--- src/inc/vfp_irq_consts.svh ---
// offsets, field positions, reset values and vector constants of the irq block
`ifndef VFP_IRQ_CONSTS_SVH
`define VFP_IRQ_CONSTS_SVH

`define IRQ_REQ_OFS      12'h000
`define IRQ_EN_OFS       12'h004
`define IRQ_SRCSEL_OFS   12'h008
`define IRQ_EDGE_OFS     12'h00c
`define IRQ_CTRL_OFS     12'h010
`define IRQ_STAT_OFS     12'h014

`define IRQ_SLOTS        15
`define IRQ_REQ_RST      15'h0000
`define IRQ_EN_RST       15'h0000
`define IRQ_SRCSEL_RST   5'h00
`define IRQ_EDGE_RST     8'h00
`define IRQ_MASK_RST     1'b1

// source select fields
`define SEL_P2_BIT       0
`define SEL_P11_BIT      1
`define SEL_P12_BIT      2
`define SEL_P15_BIT      3
`define SEL_P16_BIT      4

// slot indices, index 0 is priority 2
`define SLOT_P2          0
`define SLOT_P3          1
`define SLOT_P4          2
`define SLOT_P5          3
`define SLOT_P6          4
`define SLOT_P7          5
`define SLOT_P8          6
`define SLOT_P9          7
`define SLOT_P10         8
`define SLOT_P11         9
`define SLOT_P12         10
`define SLOT_P13         11
`define SLOT_P14         12
`define SLOT_P15         13
`define SLOT_P16         14

`define VEC_RESET        16'hfffc
`define VEC_TOP_SLOT     16'hfffa
`define VEC_BREAK        16'hffdc
`define VEC_STEP         16'h0002

`endif

--- src/inc/vfp_irq_pkg.sv ---
// types of the vectored fixed priority irq block
package vfp_irq_pkg;
  typedef enum logic [1:0] {
    ST_RESET_VEC,
    ST_RUN
  } irq_state_t;
endpackage

--- src/rtl/vectored_fixed_priority_irq.sv ---
// vectored fixed priority interrupt controller with apb register access
//
// Decided for this implementation: register access over APB and the address map.
`timescale 1ns/10ps
`include "vfp_irq_consts.svh"

module vectored_fixed_priority_irq
  import vfp_irq_pkg::*;
#(
  parameter int NSLOT = `IRQ_SLOTS
) (
  input  wire logic        i_core_clk,
  input  wire logic        i_reset,
  // apb slave
  input  wire logic        psel,
  input  wire logic        penable,
  input  wire logic        pwrite,
  input  wire logic [11:0] paddr,
  input  wire logic [31:0] pwdata,
  output logic             pready,
  output logic      [31:0] prdata,
  output logic             pslverr,
  // pins and peripheral events
  input  wire logic        i_ext_irq_line_0,
  input  wire logic        i_ext_irq_line_1,
  input  wire logic        i_ext_irq_line_2,
  input  wire logic        i_ext_irq_line_3,
  input  wire logic        i_ext_irq_line_4,
  input  wire logic        i_counter_pin_0,
  input  wire logic        i_counter_pin_1,
  input  wire logic        i_counter_pin_2,
  input  wire logic        i_serial_a_selected,
  input  wire logic        i_serial_a_rx_done,
  input  wire logic        i_serial_a_tx_done,
  input  wire logic        i_serial_b_selected,
  input  wire logic        i_serial_b_done,
  input  wire logic        i_serial_c_selected,
  input  wire logic        i_serial_c_rx_done,
  input  wire logic        i_serial_c_tx_done,
  input  wire logic        i_timer_a_uflow,
  input  wire logic        i_timer_b_uflow,
  input  wire logic        i_timer_c_uflow,
  input  wire logic        i_timer_d_uflow,
  input  wire logic        i_timer_e_uflow,
  input  wire logic        i_adc_done,
  // processor core
  input  wire logic        i_mask_flag,
  input  wire logic        i_accept_point,
  input  wire logic        i_software_break_instruction,
  output logic             o_irq_pending,
  output logic             o_vector_valid,
  output logic      [15:0] o_vector_addr,
  output logic             o_stop_release
);

  // ********************************************************
  // helpers
  // ********************************************************
  function automatic logic edge_hit(input logic prev, input logic now,
                                    input logic rise);
    edge_hit = rise ? (!prev && now) : (prev && !now);
  endfunction

  function automatic logic [15:0] slot_vec(input logic [3:0] idx);
    slot_vec = 16'(`VEC_TOP_SLOT - 16'(idx) * `VEC_STEP);
  endfunction

  // ********************************************************
  // registers
  // ********************************************************
  logic [NSLOT-1:0] req;
  logic [NSLOT-1:0] en;
  logic [4:0]       srcsel;
  logic [7:0]       edge_sel;
  logic [7:0]       pin_prev;
  logic [NSLOT-1:0] set_req;
  logic [NSLOT-1:0] qual;
  logic [NSLOT-1:0] win;
  logic [3:0]       win_idx;
  logic             acc_maskable;
  logic             acc_break;
  irq_state_t       state;

  wire logic [7:0] pins = {i_counter_pin_2, i_counter_pin_1,
                           i_counter_pin_0, i_ext_irq_line_4,
                           i_ext_irq_line_3, i_ext_irq_line_2,
                           i_ext_irq_line_1, i_ext_irq_line_0};
  logic [7:0] pin_edge;

  wire logic wr_acc = psel && penable && pwrite;
  wire logic mapped = paddr inside {`IRQ_REQ_OFS, `IRQ_EN_OFS,
                                    `IRQ_SRCSEL_OFS, `IRQ_EDGE_OFS,
                                    `IRQ_CTRL_OFS, `IRQ_STAT_OFS};

  assign pready  = 1'b1;
  assign pslverr = psel && penable && !mapped;

  // ********************************************************
  // edge detection and source routing
  // ********************************************************
  always_ff @(posedge i_core_clk or posedge i_reset) begin
    if (i_reset) begin
      pin_prev <= 8'h00;
    end else begin
      pin_prev <= pins;
    end
  end

  always_comb begin
    for (int k = 0; k < 8; k++) begin
      pin_edge[k] = edge_hit(pin_prev[k], pins[k], edge_sel[k]);
    end
  end

  always_comb begin
    set_req = '0;
    set_req[`SLOT_P2] = srcsel[`SEL_P2_BIT] ? i_timer_c_uflow
                                            : pin_edge[0];
    set_req[`SLOT_P3] = pin_edge[1];
    set_req[`SLOT_P4] = i_serial_a_selected && i_serial_a_rx_done;
    set_req[`SLOT_P5] = i_serial_a_selected && i_serial_a_tx_done;
    set_req[`SLOT_P6] = i_timer_a_uflow;
    set_req[`SLOT_P7] = i_timer_b_uflow;
    set_req[`SLOT_P8] = i_timer_d_uflow;
    set_req[`SLOT_P9] = i_timer_e_uflow;
    set_req[`SLOT_P10] = pin_edge[5];
    set_req[`SLOT_P11] = srcsel[`SEL_P11_BIT] ?
        (i_serial_c_selected && i_serial_c_rx_done) : pin_edge[6];
    set_req[`SLOT_P12] = srcsel[`SEL_P12_BIT] ? i_timer_c_uflow
        : (i_serial_b_selected && i_serial_b_done);
    set_req[`SLOT_P13] = pin_edge[2];
    set_req[`SLOT_P14] = pin_edge[3];
    set_req[`SLOT_P15] = srcsel[`SEL_P15_BIT] ? pin_edge[7]
                                              : pin_edge[4];
    set_req[`SLOT_P16] = srcsel[`SEL_P16_BIT] ?
        (i_serial_c_selected && i_serial_c_tx_done) : i_adc_done;
  end

  // timer d underflow doubles as the stop release event
  always_ff @(posedge i_core_clk or posedge i_reset) begin
    if (i_reset) begin
      o_stop_release <= 1'b0;
    end else begin
      o_stop_release <= i_timer_d_uflow;
    end
  end

  // ********************************************************
  // fixed priority arbitration
  // ********************************************************
  always_comb begin
    qual    = req & en & {NSLOT{!i_mask_flag}};
    win     = '0;
    win_idx = 4'h0;
    for (int k = NSLOT - 1; k >= 0; k--) begin
      if (qual[k]) begin
        win     = '0;
        win[k]  = 1'b1;
        win_idx = 4'(k);
      end
    end
  end

  assign acc_maskable = (state == ST_RUN) && i_accept_point && (|qual);
  // break only wins when no maskable request qualifies
  assign acc_break = (state == ST_RUN) && i_accept_point && !(|qual)
                     && i_software_break_instruction;
  assign o_irq_pending = (|qual) || i_software_break_instruction;

  // ********************************************************
  // request bits: hardware set beats software clear
  // ********************************************************
  always_ff @(posedge i_core_clk or posedge i_reset) begin
    if (i_reset) begin
      req <= `IRQ_REQ_RST;
    end else begin
      req <= ((wr_acc && paddr == `IRQ_REQ_OFS)
              ? (req & pwdata[NSLOT-1:0]) : req)
             & ~(acc_maskable ? win : '0)
             | set_req;
    end
  end

  always_ff @(posedge i_core_clk or posedge i_reset) begin
    if (i_reset) begin
      en       <= `IRQ_EN_RST;
      srcsel   <= `IRQ_SRCSEL_RST;
      edge_sel <= `IRQ_EDGE_RST;
    end else if (wr_acc) begin
      case (paddr)
        `IRQ_EN_OFS:     en       <= pwdata[NSLOT-1:0];
        `IRQ_SRCSEL_OFS: srcsel   <= pwdata[4:0];
        `IRQ_EDGE_OFS:   edge_sel <= pwdata[7:0];
        default: ;
      endcase
    end
  end

  // ********************************************************
  // vector output; reset fetch first
  // ********************************************************
  always_ff @(posedge i_core_clk or posedge i_reset) begin
    if (i_reset) begin
      state          <= ST_RESET_VEC;
      o_vector_valid <= 1'b0;
      o_vector_addr  <= 16'h0000;
    end else begin
      case (state)
        ST_RESET_VEC: begin
          o_vector_valid <= 1'b1;
          o_vector_addr  <= `VEC_RESET;
          state          <= ST_RUN;
        end
        ST_RUN: begin
          o_vector_valid <= acc_maskable || acc_break;
          if (acc_maskable) begin
            o_vector_addr <= slot_vec(win_idx);
          end else if (acc_break) begin
            o_vector_addr <= `VEC_BREAK;
          end
        end
        default: state <= ST_RUN;
      endcase
    end
  end

  // ********************************************************
  // register read
  // ********************************************************
  always_comb begin
    prdata = 32'h0000_0000;
    case (paddr)
      `IRQ_REQ_OFS:    prdata[NSLOT-1:0] = req;
      `IRQ_EN_OFS:     prdata[NSLOT-1:0] = en;
      `IRQ_SRCSEL_OFS: prdata[4:0]       = srcsel;
      `IRQ_EDGE_OFS:   prdata[7:0]       = edge_sel;
      `IRQ_STAT_OFS:   prdata[4:0]       = {|qual, win_idx};
      default:         prdata            = 32'h0000_0000;
    endcase
  end

  // ********************************************************
  // assertions
  // ********************************************************
  property p_vec_needs_cause;
    @(posedge i_core_clk) disable iff (i_reset)
    (state == ST_RUN && $past(state) == ST_RUN && o_vector_valid) |->
      $past(i_accept_point) && ($past(|qual) ||
      $past(i_software_break_instruction));
  endproperty
  a_vec_needs_cause: assert property (p_vec_needs_cause)
    else $error("vector without qualified cause");

  property p_masked_none;
    @(posedge i_core_clk) disable iff (i_reset)
    i_mask_flag && i_accept_point && !i_software_break_instruction
      && state == ST_RUN |=> !o_vector_valid;
  endproperty
  a_masked_none: assert property (p_masked_none)
    else $error("vector issued while masked");

  property p_break_vec;
    @(posedge i_core_clk) disable iff (i_reset)
    acc_break |=> o_vector_valid && o_vector_addr == 16'hffdc;
  endproperty
  a_break_vec: assert property (p_break_vec)
    else $error("break vector wrong");

  property p_break_nonmask;
    @(posedge i_core_clk) disable iff (i_reset)
    state == ST_RUN && i_accept_point && i_software_break_instruction
      && i_mask_flag |=> o_vector_valid;
  endproperty
  a_break_nonmask: assert property (p_break_nonmask)
    else $error("break was masked");

  property p_reset_vec;
    @(posedge i_core_clk) disable iff (i_reset)
    $rose(state == ST_RUN) |-> o_vector_valid
      && o_vector_addr == 16'hfffc;
  endproperty
  a_reset_vec: assert property (p_reset_vec)
    else $error("reset vector missing");

  property p_top_vec;
    @(posedge i_core_clk) disable iff (i_reset)
    acc_maskable && qual[0] |=> o_vector_addr == 16'hfffa;
  endproperty
  a_top_vec: assert property (p_top_vec)
    else $error("priority 2 vector wrong");

  property p_low_vec;
    @(posedge i_core_clk) disable iff (i_reset)
    acc_maskable && qual == 15'h4000 |=> o_vector_addr == 16'hffde;
  endproperty
  a_low_vec: assert property (p_low_vec)
    else $error("priority 16 vector wrong");

  property p_accept_clears;
    @(posedge i_core_clk) disable iff (i_reset)
    acc_maskable && !(|(set_req & win)) |=> !(|(req & $past(win)));
  endproperty
  a_accept_clears: assert property (p_accept_clears)
    else $error("accepted request bit not cleared");

  property p_loser_kept;
    @(posedge i_core_clk) disable iff (i_reset)
    acc_maskable && !(wr_acc && paddr == `IRQ_REQ_OFS) |=>
      (req & ($past(qual) & ~$past(win))) == ($past(qual) & ~$past(win));
  endproperty
  a_loser_kept: assert property (p_loser_kept)
    else $error("unaccepted request lost");

  property p_set_sticks;
    @(posedge i_core_clk) disable iff (i_reset)
    |set_req |=> (req & $past(set_req)) == $past(set_req);
  endproperty
  a_set_sticks: assert property (p_set_sticks)
    else $error("request event lost");

  property p_sw_never_sets;
    @(posedge i_core_clk) disable iff (i_reset)
    wr_acc && paddr == `IRQ_REQ_OFS && !(|set_req) |=>
      !(|(req & ~$past(req)));
  endproperty
  a_sw_never_sets: assert property (p_sw_never_sets)
    else $error("software write set a request bit");

  property p_routed_top;
    @(posedge i_core_clk) disable iff (i_reset)
    srcsel[`SEL_P2_BIT] && i_timer_c_uflow |=> req[`SLOT_P2];
  endproperty
  a_routed_top: assert property (p_routed_top)
    else $error("timer c not routed to priority 2 slot");

  property p_routed_p12;
    @(posedge i_core_clk) disable iff (i_reset)
    srcsel[`SEL_P12_BIT] && i_timer_c_uflow |=> req[`SLOT_P12];
  endproperty
  a_routed_p12: assert property (p_routed_p12)
    else $error("timer c not routed to priority 12 slot");

  property p_stop_follows;
    @(posedge i_core_clk) disable iff (i_reset)
    i_timer_d_uflow |=> o_stop_release;
  endproperty
  a_stop_follows: assert property (p_stop_follows)
    else $error("stop release event missing");

  c_maskable: cover property (@(posedge i_core_clk) acc_maskable);
  c_break:    cover property (@(posedge i_core_clk) acc_break);
  c_two_req:  cover property (@(posedge i_core_clk)
                acc_maskable && $countones(qual) > 1);
  c_routed:   cover property (@(posedge i_core_clk)
                srcsel[`SEL_P2_BIT] && i_timer_c_uflow);
  c_masked:   cover property (@(posedge i_core_clk)
                i_accept_point && i_mask_flag && (|(req & en)));

endmodule // vectored_fixed_priority_irq

--- config.mk ---
export PLATFORM = sky130hd
export DESIGN_NAME = vectored_fixed_priority_irq
export DESIGN_NICKNAME = d
export VERILOG_FILES = /design/src/inc/vfp_irq_pkg.sv /design/src/rtl/vectored_fixed_priority_irq.sv
export VERILOG_INCLUDE_DIRS = /design/src /design/src/inc
export SDC_FILE = /design/constraint.sdc
export NUM_CORES = 1
export LEC_CHECK = 0
export ABC_AREA = 1
export BUFFER_PORTS_ARGS = -buffer_cell sky130_fd_sc_hd__buf_2
export CORE_MARGIN = 1.5
export CORE_UTILIZATION = 50
export DETAILED_ROUTE_END_ITERATION = 12
export PLACE_DENSITY = 0.85
export SETUP_SLACK_MARGIN = 0.3
export SYNTH_ARGS = -nofsm -noshare
export SYNTH_HDL_FRONTEND = slang
export SYNTH_SLANG_ARGS = --single-unit
--- constraint.sdc ---
create_clock -name i_core_clk -period 1.8 [get_ports i_core_clk]
set_input_delay 0 -clock i_core_clk [delete_from_list [all_inputs] [get_ports i_core_clk]]
set_output_delay 0 -clock i_core_clk [all_outputs]
set_load 0.02 [all_outputs]
## Word-level counts from Yosys, hierarchy flattened

Index checks and enable logic that the tools add are counted.
Widths: inputs -> output; s select.

- Latch bits: 0
- Register bits: 70
- Input bits: 74
- ROM bits: 0
- Memories: 0
- Memory bits (writable): 0

- Multipliers: 0
- Div/mod/pow operators: 0
- Shifts and indexed selects: 0
- Mux-type cells: 52
- Eq/ne operators: 6
- Reduce and logical (&&, ||, !) cells: 59
- Bitwise operators: 6
- $add $sub $neg: 1
- $lt $le $gt $ge: 0

Operator list:

| kind | number |
|---|---|
| $mux 15 | 17 |
| $and 15x15->15 | 4 |
| $mux 4 | 15 |
| $mux 16 | 2 |
| $pmux 16 s2 | 1 |
| $logic_and 1x1->1 | 29 |
| $pmux 5 s5 | 1 |
| $eq 12x4->1 const B | 2 |
| $eq 12x5->1 const B | 2 |
| $logic_not 1->1 | 19 |
| $not 15->15 | 1 |
| $or 15x15->15 | 1 |
| $reduce_or 15->1 | 1 |
| $pmux 7 s2 | 1 |
| $mux 1 | 13 |
| $eq 12x3->1 const B | 1 |
| $logic_not 12->1 | 1 |
| $pmux 3 s3 | 1 |
| $reduce_and 2->1 | 4 |
| $sub 4x6->7 const A | 1 |
| $reduce_bool 6->1 | 1 |
| $ne 3x3->1 const B | 1 |
| $logic_not 2->1 | 1 |
| $logic_or 1x1->1 | 2 |
| 2 further kinds | 2 |

## Logic depth before layout (Yosys ltp)

- Depth in word-level cells: 21
- Gate-level depth with buffers: 15
- Depth with buffers taken out: 15

## Worst setup path before layout

OpenSTA, ideal clock, no wires.

- Kind: register -> register
- From: reg req[8]
- To: reg o_vector_addr[4]
- Data required time: 1.683 ns
- Stages on the path, launching flop included: 14
- Buffers on the path: 0
- Path slack: 0.228 ns
- Arrival time: 1.455 ns
- Cell sequence: dfrtp_1 nand2_1 a21oi_2 inv_1 nand2_1 nand2_1 nand2_1 nand2_1 nand2_1 inv_1 ha_1 xor2_1 nor2_1 nor2_1

- Longest elaborated chain between the ends: 14

Ends and longest elaborated chain:

| what | line | text |
|---|---|---|
| from (decl) | vectored_fixed_priority_irq.sv:71 | `logic [NSLOT-1:0] req;` |
| from (signal assigned) | vectored_fixed_priority_irq.sv:175 | `` req <= `IRQ_REQ_RST; `` |
| from (signal assigned) | vectored_fixed_priority_irq.sv:177 | `` req <= ((wr_acc && paddr == `IRQ_REQ_OFS) `` |
| $and 15x15->15 * (2 in a row) | vectored_fixed_priority_irq.sv:152 | `qual = req & en & {NSLOT{!i_mask_flag}};` |
| $mux 4 (9 in a row) | vectored_fixed_priority_irq.sv:156 | `if (qual[k]) begin` |
| $sub 4x6->7 (no line) | n/a |  |
| $mux 16 | vectored_fixed_priority_irq.sv:216 | `if (acc_maskable) begin` |
| $pmux 16 s2 | vectored_fixed_priority_irq.sv:208 | `case (state)` |
| to (signal assigned) | vectored_fixed_priority_irq.sv:211 | `` o_vector_addr <= `VEC_RESET; `` |
| to (signal assigned) | vectored_fixed_priority_irq.sv:217 | `o_vector_addr <= slot_vec(win_idx);` |
| to (signal assigned) | vectored_fixed_priority_irq.sv:219 | `` o_vector_addr <= `VEC_BREAK; `` |
| to (decl) | vectored_fixed_priority_irq.sv:52 | `output logic [15:0] o_vector_addr,` |

Every way passes the cells marked *; elsewhere a longest branch is shown, timed or not.
A chain may end at the register's enable or synchronous reset.

## Final worst setup path

- From: reg req[7]
- To: out prdata[4]

- Longest elaborated chain between the ends: 4

Ends and longest elaborated chain:

| what | line | text |
|---|---|---|
| $and 15x15->15 (2 in a row) | vectored_fixed_priority_irq.sv:152 |  |
| $reduce_or 15->1 | vectored_fixed_priority_irq.sv:237 | `` `IRQ_STAT_OFS: prdata[4:0] = {\|qual, win_idx}; `` |
| $pmux 5 s5 | vectored_fixed_priority_irq.sv:232 | `case (paddr)` |
| to (decl) | vectored_fixed_priority_irq.sv:21 | `output logic [31:0] prdata,` |

No other way between the ends.

==> results.cfg <==
[drt]
vias = 4351
wl_um = 13200
drtPass1Iterations = 6
drc = 0
drtIter0Drc = 527
ant_nets = 0
wire_per_inst_um = 17.3
routed_via_density = 5.73

[timing]
setup_viol = 16
fin_crit_sh = 1.07
min_period_ns = 1.92
fmax_mhz = 522
report.final.hold_viol_count = 0
rsz0062_at_grt = yes
slew_viol_final = 0
skew_ns = 0.0156
fin_ws_ns = -0.117

[status]
violations = negative setup slack
outcome = finished, violations left

[place]
port_buffers = 90
dp_hpwl_um = 7220
place_area_um2 = 4060
dp_slack_ns = 0.0647
gp_congestion = 0.933

[logic_synthesis]
synth-seq-cells = 60
synth_area_um2 = 3570
ys_seq_area_frac = 0.421
ys_types = 34
synthArstFlopShare = 1.00
synth_warnings = 0
synth_edf_count = 0
avgSynthCellArea_um2 = 7.24
syn_inst = 493
synth_ff_type = dfrtp_1

[cts]
cts_max_path_buffers = 2
cts_tree = done
cts-buffers-inserted = 9
cts_sinks = 60
h-tree-depth = 3
clkSlewWorstSetupHoldPaths_ns = 0.08
clkLatencyLatePin_ns = 0.36
cts_root_buf = clkbuf_8

[power_and_ir_drop]
total_power_mw = 2.92
vdd_drop_max_mv = 0.422
leakage_nw = 2.64
power_density_nw_per_um2 = 556

[global_route]
grt_pass1_vias = 3934
overflow = 0
grtUsageTotal = 0.308
grt_first_pass_wirelength_um = 18000
grt_max_degree = 42
antenna_found_initial = 0

[die]
rows = 30
start_util = 0.522
die_h_um = 87.5
fp.dieW_um = 87.5
io_pins = 127
core_area_um2 = 6830
dieArea_um2 = 7650

[setup_path]
critPathTopFamily = simple AND/OR/NAND/NOR gates
arrival_ns = 1.92
worst-path-buf-inv = 2
crit_top_cell = nor2_4
end_kind = output port
path_class = register to output port
cp_slowest_cell = dfrtp_1
path_max_fanout = 3
path_cells = nand3_2 -> nand2_2 -> nor2_4 -> nand2_4 -> nor2_4 -> inv_1 -> nand2_1 -> nand4_1 -> buf_6
start_kind = register
slowest_delay_ns = 0.44
required_ns = 1.80

[final_layout]
seq_area_um2 = 1500
mostFrequentLayoutCell = nand2_1
fillers = 422
stdcell_area_um2 = 5260
multi_input_area_um2 = 1880
syn_to_final_growth_pct = 47.3
final_cell_mix = nand2_1 (110), buf_2 (84), inv_1 (65)
num_antenna_cells = 0
final_nets = 735
drive_above_1_share = 0.346

[worst_hold_path]
min_path_type = input pin to register

[job]
maxCapViolations = 0
[what timing repair did]
item,CTS,global route
setup buffers,27,7
endpoints found under the hold margin,68,0
hold buffers,39,0
pin swaps,16,21
endpoints found under the setup margin,26,33
resized for setup,68,36
[cell type report]
cell class	instances	area share
clock buffer	13	0.0302
clock inverter	2	0.00190
inverter	76	0.0567
multi-input combinational	338	0.359
sequential	60	0.286
tap	96	0.0229
timing repair buffer	175	0.244
[layer usage]
metal | GRT usage | vias to the layer above | wire, um
met3 | 0.0654 | 120 | 1430
met1 | 0.366 | 1994 | 4620
met2 | 0.527 | 371 | 6180
li1 | - | 1866 | -
met5 | 0 | - | 0
met4 | 0.153 | 0 | 945
[path summary, 6_finish.rpt]
path	from	end	slack (ns)	cells past startpoint
setup / recovery	req[7]$_DFF_PP0_	prdata[4]	-0.12	9
hold / removal	i_software_break_instruction	o_vector_valid$_DFF_PP0_	0.05	5
setup reg to reg	req[7]$_DFF_PP0_	req[1]$_DFF_PP0_	-0.07	11
hold reg to reg	edge_sel[1]$_DFFE_PP0P_	edge_sel[1]$_DFFE_PP0P_	0.49	2
max in group asynchronous	i_reset	req[3]$_DFF_PP0_	1.02	4
min in group asynchronous	i_reset	en[13]$_DFFE_PP0P_	0.19	3
[flip-flops by register name, summed over array words and instances (netlist names)]
| register | flops |
|---|---|
| req | 15 |
| o_vector_addr | 6 |
| o_stop_release | 1 |
| state | 1 |
| pin_prev | 8 |
| o_vector_valid | 1 |
| srcsel | 5 |
| en | 15 |
| edge_sel | 8 |
[Yosys cell counts (2+ instances only)]
cell type,n,area share
inv_1,72,0.076
nand4_1,9,0.016
buf_4,31,0.065
nand3_1,33,0.046
nor2_4,4,0.013
a22o_1,2,0.0049
o22ai_1,5,0.0088
nand2_1,127,0.13
nor2_1,38,0.040
nand3_2,2,0.0056
o21ai_1,4,0.0056
dfrtp_1,60,0.42
a21oi_1,18,0.025
o211ai_1,6,0.013
buf_2,3,0.0042
nand2_2,3,0.0053
inv_2,4,0.0042
o21ai_0,45,0.063
or2_1,2,0.0035
nor4_1,2,0.0035
conb_1,2,0.0021
nor2_2,2,0.0035
nor3_1,7,0.0098
clkbuf_1,2,0.0021
[worst register-to-register path: stages (launching register included)]
cell and delay (ns):
dfrtp_1 0.44, nand3_2 0.16, nand2_2 0.19, nor2_4 0.07
nand2_4 0.10, nor2_4 0.05, buf_6 0.12, nor2_4 0.16
buf_6 0.15, clkinv_8 0.08, o21ai_2 0.15, nand2_1 0.07
[per-stage QoR]
step                      std cells   util  TNS, ns  hold WS [ns]
after floorplan                 511      -        0        0.0314
after global placement          672  0.595        0        0.0313
after CTS                       753  0.740        0        0.0315
final                           760  0.769   -0.621        0.0480
after detailed placement        672  0.595        0        0.0372
after global routing            760  0.769    -1.45        0.0744
[cells by family after synthesis]
group | count (synthesis) | synth area share
and+or+nand+nor | 230 | 0.283
buffers and inverters | 113 | 0.155
AOI/OAI and AO/OA | 85 | 0.131
DFF | 60 | 0.421
other | 2 | 0.00210
adders and majority gates | 1 | 0.00351
xor gates and xnor gates | 1 | 0.00245
muxes | 1 | 0.00316
[power by group]
| part | internal, mW | switching, mW |
|---|---|---|
| logic | 0.175 | 0.245 |
| registers | 1.37 | 0.0128 |
| clock network | 0.564 | 0.553 |
| total | 2.11 | 0.811 |
No activity file was read; power rests on OpenSTA's default activity.
